**src/hdl/vsc_map.svh**
```systemverilog
`ifndef VSC_MAP_SVH
`define VSC_MAP_SVH

// ==========================================================================
// Register subaddresses.
`define VSC_ADDR_HSB    8'h06
`define VSC_ADDR_HSS    8'h07
`define VSC_ADDR_SYNC   8'h08

// ==========================================================================
// Reset values.
`define VSC_HSB_RST     8'he9
`define VSC_HSS_RST     8'h0d
`define VSC_SYNC_RST    8'h98

// ==========================================================================
// Sync control field positions.
`define VSC_AUTO_FIELD_DETECT_BIT    7
`define VSC_MANUAL_FIELD_RATE_BIT    6
`define VSC_FORCED_PARITY_TOGGLE_BIT    5
`define VSC_HTC_MSB     4
`define VSC_HTC_LSB     3
`define VSC_HORIZ_LOOP_OPEN_BIT    2
`define VSC_VNOI_MSB    1
`define VSC_VNOI_LSB    0

// ==========================================================================
// Horizontal delay encoding.
`define VSC_STEP_SHIFT  3
`define VSC_LIM_50      8'sh6c
`define VSC_LIM_60      8'sh6b

// ==========================================================================
// Vertical timing in half lines per field, and vertical sync miss limits.
`define VSC_HL_50       10'h271
`define VSC_HL_60       10'h20d
`define VSC_HL_SPLIT    10'h23f
`define VSC_VWIN        10'h004
`define VSC_VMISS_NORM  2'h3
`define VSC_VMISS_FAST  2'h1

// ==========================================================================
// Horizontal loop misses tolerated before realignment.
`define VSC_TC_TV_MISS  2'h3
`define VSC_TC_VTR_MISS 2'h1

`endif

```
**src/hdl/vsc_pkg.sv**
```systemverilog
package vsc_pkg;

  typedef enum logic [1:0] {VSC_TC_TV, VSC_TC_VTR, VSC_TC_RSVD, VSC_TC_FAST} vsc_tc_t;

  typedef enum logic [1:0] {VSC_VN_NORMAL, VSC_VN_FAST, VSC_VN_FREE, VSC_VN_BYPASS} vsc_vn_t;

  typedef enum {VSC_V_SEARCH, VSC_V_LOCK} vsc_vstate_t;

endpackage

```
**src/hdl/vsc_line_timer.sv**
```systemverilog
`timescale 1ns/10ps
`include "vsc_map.svh"

module vsc_line_timer
  import vsc_pkg::*;
#(
  parameter int LINE_CLKS = 1728,
  parameter int POS_W     = 11
)
(
  input  wire logic             clk_i,
  input  wire logic             reset_n_i,
  input  wire logic             hsync_in_i,
  input  wire logic             loop_open_i,
  input  wire vsc_tc_t          tc_i,
  output logic [POS_W-1:0]      pos_o,
  output logic                  realign_o
);

  localparam logic [POS_W-1:0] LAST = POS_W'(LINE_CLKS - 1);

  logic [1:0] miss_q;
  logic [1:0] limit;
  logic       sync_off;

  generate
    if (LINE_CLKS < 2 || LINE_CLKS > (1 << POS_W))
    begin : g_bad_len
      $error("vsc_line_timer: LINE_CLKS does not fit POS_W");
    end
  endgenerate

  // ========================================================================
  // Loop time constant as a count of tolerated phase misses.
  always_comb
  begin
    case (tc_i)
      VSC_TC_TV:  limit = `VSC_TC_TV_MISS;
      VSC_TC_VTR: limit = `VSC_TC_VTR_MISS;
      default:    limit = 2'h0;
    endcase
  end

  assign sync_off  = hsync_in_i && !loop_open_i && (pos_o != '0);
  assign realign_o = sync_off && (miss_q >= limit);

  always_ff @(posedge clk_i or negedge reset_n_i)
  begin
    if (!reset_n_i)
      miss_q <= 2'h0;
    else if (hsync_in_i && !loop_open_i)
    begin
      if (!sync_off || realign_o)
        miss_q <= 2'h0;
      else
        miss_q <= miss_q + 2'h1;
    end
  end

  // ========================================================================
  // Line position counter; a realignment puts the sync edge at position 0.
  always_ff @(posedge clk_i or negedge reset_n_i)
  begin
    if (!reset_n_i)
      pos_o <= '0;
    else if (realign_o)
      pos_o <= POS_W'(1);
    else if (pos_o == LAST)
      pos_o <= '0;
    else
      pos_o <= pos_o + POS_W'(1);
  end

endmodule

```
**src/hdl/vsc_sync_ctrl.sv**
```systemverilog
`timescale 1ns/10ps
`include "vsc_map.svh"

module vsc_sync_ctrl
  import vsc_pkg::*;
#(
  parameter int LINE_CLKS = 1728
)
(
  input  wire logic       clk_i,
  input  wire logic       reset_n_i,
  input  wire logic [7:0] reg_addr_i,
  input  wire logic       reg_wr_i,
  input  wire logic [7:0] reg_wdata_i,
  input  wire logic       reg_rd_i,
  output logic [7:0]      reg_rdata_o,
  input  wire logic       hsync_in_i,
  input  wire logic       vsync_in_i,
  output logic            hsync_o,
  output logic            vsync_o,
  output logic            odd_even_o,
  output logic            field_60hz_o,
  output logic            interlaced_o,
  output logic            vert_locked_o
);

  localparam int POS_W  = 11;
  localparam int CENTER = LINE_CLKS / 2;
  localparam logic [POS_W-1:0] HALF = POS_W'(CENTER);

  generate
    if (CENTER < 864 || CENTER + 864 > LINE_CLKS || LINE_CLKS > 2047)
    begin : g_bad_len
      $error("vsc_sync_ctrl: LINE_CLKS cannot hold the delay range");
    end
  endgenerate

  logic [7:0]       hsb_q;
  logic [7:0]       hss_q;
  logic [7:0]       sync_q;
  logic [POS_W-1:0] pos;
  logic             realign;
  logic             auto_field_detect;
  logic             manual_field_rate;
  logic             forced_parity_toggle;
  logic             horiz_loop_open;
  vsc_tc_t          horiz_time_constant;
  vsc_vn_t          vert_noise_mode;
  logic             det60_q;
  logic             rate60;
  logic [11:0]      start_pos;
  logic [11:0]      stop_pos;
  logic             in_window;
  logic [9:0]       hl_q;
  logic [9:0]       exp_hl;
  logic             half_tick;
  logic             in_win;
  logic             fly_edge;
  logic             evt;
  logic             miss_evt;
  logic [1:0]       vmiss_q;
  logic [1:0]       vmiss_lim;
  vsc_vstate_t      vstate_q;
  logic             il_now;

  // ========================================================================
  // Register file.
  always_ff @(posedge clk_i or negedge reset_n_i)
  begin
    if (!reset_n_i)
    begin
      hsb_q  <= `VSC_HSB_RST;
      hss_q  <= `VSC_HSS_RST;
      sync_q <= `VSC_SYNC_RST;
    end
    else if (reg_wr_i)
    begin
      case (reg_addr_i)
        `VSC_ADDR_HSB:  hsb_q  <= reg_wdata_i;
        `VSC_ADDR_HSS:  hss_q  <= reg_wdata_i;
        `VSC_ADDR_SYNC: sync_q <= reg_wdata_i;
        default:        ;
      endcase
    end
  end

  // Read data is registered; unmapped subaddresses read as zero.
  always_ff @(posedge clk_i or negedge reset_n_i)
  begin
    if (!reset_n_i)
      reg_rdata_o <= 8'h00;
    else if (reg_rd_i)
    begin
      case (reg_addr_i)
        `VSC_ADDR_HSB:  reg_rdata_o <= hsb_q;
        `VSC_ADDR_HSS:  reg_rdata_o <= hss_q;
        `VSC_ADDR_SYNC: reg_rdata_o <= sync_q;
        default:        reg_rdata_o <= 8'h00;
      endcase
    end
  end

  assign auto_field_detect    = sync_q[`VSC_AUTO_FIELD_DETECT_BIT];
  assign manual_field_rate    = sync_q[`VSC_MANUAL_FIELD_RATE_BIT];
  assign forced_parity_toggle = sync_q[`VSC_FORCED_PARITY_TOGGLE_BIT];
  assign horiz_time_constant  = vsc_tc_t'(sync_q[`VSC_HTC_MSB:`VSC_HTC_LSB]);
  assign horiz_loop_open      = sync_q[`VSC_HORIZ_LOOP_OPEN_BIT];
  assign vert_noise_mode      = vsc_vn_t'(sync_q[`VSC_VNOI_MSB:`VSC_VNOI_LSB]);

  assign rate60 = auto_field_detect ? det60_q : manual_field_rate;
  assign exp_hl = rate60 ? `VSC_HL_60 : `VSC_HL_50;

  // ========================================================================
  // Horizontal loop and sync window.
  vsc_line_timer #(
    .LINE_CLKS (LINE_CLKS),
    .POS_W     (POS_W)
  ) u_line_timer (
    .clk_i       (clk_i),
    .reset_n_i   (reset_n_i),
    .hsync_in_i  (hsync_in_i),
    .loop_open_i (horiz_loop_open),
    .tc_i        (horiz_time_constant),
    .pos_o       (pos),
    .realign_o   (realign)
  );

  // Out-of-range delays are clamped so the window never leaves the counter.
  function automatic logic [11:0] win_pos(input logic signed [7:0] d, input logic is60);
    logic signed [7:0] lim;
    logic signed [7:0] c;
    lim = is60 ? `VSC_LIM_60 : `VSC_LIM_50;
    c   = (d > lim) ? lim : ((d < -lim) ? -lim : d);
    return 12'(CENTER) + ({{4{c[7]}}, c} << `VSC_STEP_SHIFT);
  endfunction

  assign start_pos = win_pos(hsb_q, rate60);
  assign stop_pos  = win_pos(hss_q, rate60);
  assign in_window = ({1'b0, pos} >= start_pos) && ({1'b0, pos} < stop_pos);

  always_ff @(posedge clk_i or negedge reset_n_i)
  begin
    if (!reset_n_i)
      hsync_o <= 1'b0;
    else
      hsync_o <= in_window;
  end

  // ========================================================================
  // Vertical processing in half-line units.
  assign half_tick = (pos == '0) || (pos == HALF);
  assign in_win    = (hl_q + `VSC_VWIN >= exp_hl) && (hl_q <= exp_hl + `VSC_VWIN);
  assign fly_edge  = half_tick && (hl_q == exp_hl + `VSC_VWIN);
  assign vmiss_lim = (vert_noise_mode == VSC_VN_FAST) ? `VSC_VMISS_FAST : `VSC_VMISS_NORM;

  always_comb
  begin
    miss_evt = 1'b0;
    case (vert_noise_mode)
      VSC_VN_BYPASS: evt = vsync_in_i;
      VSC_VN_FREE:   evt = half_tick && (hl_q == exp_hl - 10'h001);
      default:
      begin
        if (vstate_q == VSC_V_LOCK)
        begin
          evt      = (vsync_in_i && in_win) || fly_edge;
          miss_evt = (fly_edge && !vsync_in_i) || (vsync_in_i && !in_win);
        end
        else
          evt = vsync_in_i;
      end
    endcase
  end

  always_ff @(posedge clk_i or negedge reset_n_i)
  begin
    if (!reset_n_i)
      hl_q <= 10'h000;
    else if (evt)
      hl_q <= 10'h000;
    else if (half_tick && hl_q != 10'h3ff)
      hl_q <= hl_q + 10'h001;
  end

  always_ff @(posedge clk_i or negedge reset_n_i)
  begin
    if (!reset_n_i)
    begin
      vstate_q <= VSC_V_SEARCH;
      vmiss_q  <= 2'h0;
    end
    else if (vert_noise_mode == VSC_VN_BYPASS || vert_noise_mode == VSC_VN_FREE)
    begin
      vstate_q <= VSC_V_SEARCH;
      vmiss_q  <= 2'h0;
    end
    else
    begin
      case (vstate_q)
        VSC_V_SEARCH:
        begin
          vmiss_q <= 2'h0;
          if (vsync_in_i)
            vstate_q <= VSC_V_LOCK;
        end
        VSC_V_LOCK:
        begin
          if (miss_evt && vmiss_q + 2'h1 >= vmiss_lim)
          begin
            vstate_q <= VSC_V_SEARCH;
            vmiss_q  <= 2'h0;
          end
          else if (miss_evt)
            vmiss_q <= vmiss_q + 2'h1;
          else if (vsync_in_i && in_win)
            vmiss_q <= 2'h0;
        end
        default: vstate_q <= VSC_V_SEARCH;
      endcase
    end
  end

  assign vert_locked_o = (vstate_q == VSC_V_LOCK);

  // Field rate and interlace are measured only on fields ended by real sync.
  always_ff @(posedge clk_i or negedge reset_n_i)
  begin
    if (!reset_n_i)
    begin
      det60_q      <= 1'b0;
      interlaced_o <= 1'b0;
    end
    else if (evt && vsync_in_i)
    begin
      interlaced_o <= hl_q[0];
      if (auto_field_detect)
        det60_q <= (hl_q <= `VSC_HL_SPLIT);
    end
  end

  assign il_now = vsync_in_i ? hl_q[0] : interlaced_o;

  always_ff @(posedge clk_i or negedge reset_n_i)
  begin
    if (!reset_n_i)
    begin
      vsync_o    <= 1'b0;
      odd_even_o <= 1'b0;
    end
    else
    begin
      vsync_o <= evt;
      if (evt && (forced_parity_toggle || il_now))
        odd_even_o <= !odd_even_o;
    end
  end

  assign field_60hz_o = rate60;
endmodule

```
**config.mk**
```make
export PLATFORM = sky130hd
export DESIGN_NAME = vsc_sync_ctrl
export DESIGN_NICKNAME = d
export VERILOG_FILES = /design/src/hdl/vsc_pkg.sv /design/src/hdl/vsc_line_timer.sv /design/src/hdl/vsc_sync_ctrl.sv
export VERILOG_INCLUDE_DIRS = /design/src /design/src/hdl
export SDC_FILE = /design/constraint.sdc
export NUM_CORES = 1
export LEC_CHECK = 0
export BUFFER_PORTS_ARGS = -buffer_cell sky130_fd_sc_hd__clkbuf_2
export CORE_MARGIN = 2
export CORE_UTILIZATION = 35
export DETAILED_ROUTE_END_ITERATION = 8
export PLACE_DENSITY = 0.58
export SLEW_MARGIN = 5
export SYNTH_ARGS = -nofsm -noshare
export SYNTH_HDL_FRONTEND = slang
export SYNTH_SLANG_ARGS = --single-unit
```
**constraint.sdc**
```tcl
create_clock -name clk_i -period 5.4 [get_ports clk_i]
set_input_delay 0.27 -clock clk_i [delete_from_list [all_inputs] [get_ports clk_i]]
set_output_delay 0.27 -clock clk_i [all_outputs]
set_load 0.1 [all_outputs]
```
==> metrics <==
Clock Skew=0.00704 ns; ANT cells=0; cts repair resizes=0; status=finished, final reports clean; Ports=36; initial antenna violation count=0; worst-path cell chain=mux2i_2 > buf_4 > inv_1 > ha_1 > nand2b_1 > a21oi_1 > o21ai_0 > nand2_1 > ha_1 > inv_1 > nand3_1 > o22ai_1 > ha_1 > inv_1 > a21oi_1 > mux2i_1 > nor2_1 > a21oi_1 > nor2_1 > ha_1 > a2111oi_0 > nand2_1 > a221oi_1 > o21a_1; Slew @ Worst Pin=0.844 ns; most frequent CP cell=ha_1; First-pass DRT Iterations=4; met3 wire length=454 µm; Post-Syn Area=4450 µm²; most frequent cells in the layout=dfrtp_1, nor2_1, ha_1; Routed WL=10.5 mm; fin area=5090 µm²; Pwr Density=370 nW/µm²; Clock Latency Late Sink=0.35 ns; crit-path leading delay family=compound AO/OA/AOI/OAI gates; vias in the first global route=3484; RSZ-0062 raised after global routing=no; Cell variety after synth=70; Primary FF master, synth=dfrtp_1; Max stage delay cell, worst path=dfstp_2; Min Hold Slack=0.0765 ns; post-detailed-route count of antenna-violating nets=0; fin. max-slew vios=0; 1st-iter DRT viols=176; DP Area=4790 µm²; die area=13600 µm²; Crit Path Category=reg -> reg; metal2 WL=4.98 mm; Rows=41; Layout area overhead=14.4%; final setup TNS=0 ns; fraction of registers with async set or reset after synthesis=100%; critical path capture point type=register; net count after synthesis=526; buffer and inverter count on the worst path=4; Final period util=83.9%; post-CTS setup buffers=0; via density per instance=5.32; WL per Instance=15.5 µm; syn_area_per_cell=9.62 µm²; yosys warns=0; root buffer cell=clkbuf_16; layout cells sized above 1=21.5%; Min Clock Period, post-route=4.53 ns; first-pass GRT wire length=17.4 mm; Die W=117 µm; via count=3592; post-route setup slack=0.867 ns; type of the most critical hold path=in -> async; htree depth=3; hold buffers post-CTS=0; Post-Place Setup Slack=0.894 ns; Num CTS Buffers=9; WP data arrival=4.82 ns; top sig layer=met4; Hold Fails Final Rpt=0; Initial Util=35.5%; worst-path maximum fanout=12; worst vdd ir=0.000165 V; Max Cap Violations=0; Die Y=117 µm; relative slew slack=43.8%; Remaining Overflow, GRT=0; CP max stage delay=0.57 ns; Synth Instances=462; DR DRC count=0; Worst EP required=5.69 ns; Fillers=1290; M1 wire length=4.85 mm; gpl congestion=0.874; Fmax=221 MHz; number of synthesized flops with an enable pin=0; Startpoint Class=register; commonest non-fill, non-tap cell in the layout=dfrtp_1; gr usage total=16.6%; CTS tree=done; CTS Sinks=63; Final HPWL DP=7.79 mm; total power=1.88 mW; largest net degree at the start of global routing=64; final net count=562; CTS max path bufs=2; IO buf count=35; clk slew on worst S/H paths=0.06 ns; Core Area=12500 µm²; post-synthesis register bit count=63; Final setup viols=0; Seq/Total Area, Yosys=35.8%; LEAKAGE=2.39 nW
-- per-layer routing --
| layer | vias to the layer above | global-route usage (%) |
|---|---|---|
| li1 | 1744 | - |
| met1 | 1769 | 21.8 |
| met2 | 66 | 26.7 |
| met3 | 13 | 3.68 |
| met4 | 0 | 6.12 |
| met5 | - | 0 |
-- final timing paths --
kind | from | cells after the start | slack [ns] | endpoint
max | sync_q[7] | 24 | 0.87 | hsync_o
min | reset_n_i | 2 | 0.08 | vsync_o
max reg2reg | sync_q[7] | 24 | 0.87 | hsync_o
min reg2reg | odd_even_o | 1 | 0.47 | odd_even_o
max in group asynchronous | reset_n_i | 2 | 4.73 | sync_q[2]
min in group clk_i | reg_wdata_i[6] | 3 | 0.16 | hsb_q[6]
-- power by group --
| group | internal, mW | total, mW | leakage [nW] | switching, mW |
|---|---|---|---|---|
| Combinational | 0.245 | 0.623 | 1.44 | 0.378 |
| Clock | 0.357 | 0.587 | 0.142 | 0.229 |
| Sequential | 0.556 | 0.674 | 0.804 | 0.118 |
-- worst reg2reg max path, stage by stage, from the launching register on --
cell,delay (ns)
dfstp_2,0.57
mux2i_2,0.20
buf_4,0.21
inv_1,0.22
ha_1,0.29
nand2b_1,0.07
a21oi_1,0.06
o21ai_0,0.14
nand2_1,0.08
ha_1,0.40
inv_1,0.10
nand3_1,0.09
o22ai_1,0.11
ha_1,0.21
inv_1,0.10
a21oi_1,0.08
mux2i_1,0.14
nor2_1,0.06
a21oi_1,0.12
nor2_1,0.05
ha_1,0.19
a2111oi_0,0.51
nand2_1,0.11
a221oi_1,0.22
o21a_1,0.16
-- cell usage after synthesis (4+ instances only) --
cell | number | share of area [%]
nor2_1 | 43 | 3.6
mux2_2 | 25 | 6.3
ha_1 | 42 | 12
dfstp_2 | 11 | 6.5
nand2_1 | 32 | 2.7
o2bb2ai_1 | 8 | 1.6
nor4_1 | 5 | 0.70
clkbuf_1 | 5 | 0.42
xnor2_1 | 18 | 3.5
a21oi_1 | 16 | 1.8
a22oi_1 | 9 | 1.5
a21o_1 | 4 | 0.68
o21ai_0 | 26 | 2.9
buf_2 | 4 | 0.45
and3_1 | 7 | 0.99
nand2b_1 | 7 | 0.99
nor2b_1 | 10 | 1.4
inv_1 | 27 | 2.3
dfrtp_1 | 52 | 29
xor2_1 | 9 | 1.8
o2111ai_1 | 4 | 0.79
mux2i_1 | 5 | 1.1
nand3_1 | 18 | 2.0
o21a_1 | 5 | 0.84
-- flip-flops by register name, summed over array words and instances (netlist names), 2 cells and up --
name	flops
hl_q	10
hsb_q	8
hss_q	8
reg_rdata_o	8
sync_q	8
u_line_timer.miss_q	2
u_line_timer.pos_o	11
vmiss_q	2
-- kinds of logic after synthesis --
logic type | after synthesis | share of synthesized area, %
AOI/OAI and AO/OA | 106 | 17.4
xor gates and xnor gates | 27 | 5.32
adders and majority gates | 42 | 11.8
buffers and inverters | 40 | 3.77
DFF | 63 | 35.8
muxes | 31 | 7.77
and+or+nand+nor | 153 | 18.2
-- cell type report --
type | instances | area [µm²] | share of cell area, %
clock buffer | 9 | 225 | 4.43
clock inverter | 7 | 72.6 | 1.43
inverter | 28 | 105 | 2.07
multi-input combinational | 359 | 2690 | 52.8
sequential | 63 | 1590 | 31.3
tap | 172 | 215 | 4.23
timing repair buffer | 37 | 190 | 3.74
-- metrics by stage --
stage	util (%)	std cells
6_report	40.6	675
5_1_grt	40.6	675
4_1_cts	40.6	675
3_5_place_dp	38.3	659
3_3_place_gp	38.3	659
2_1_floorplan	-	462
(Power assumes the default switching activity.)
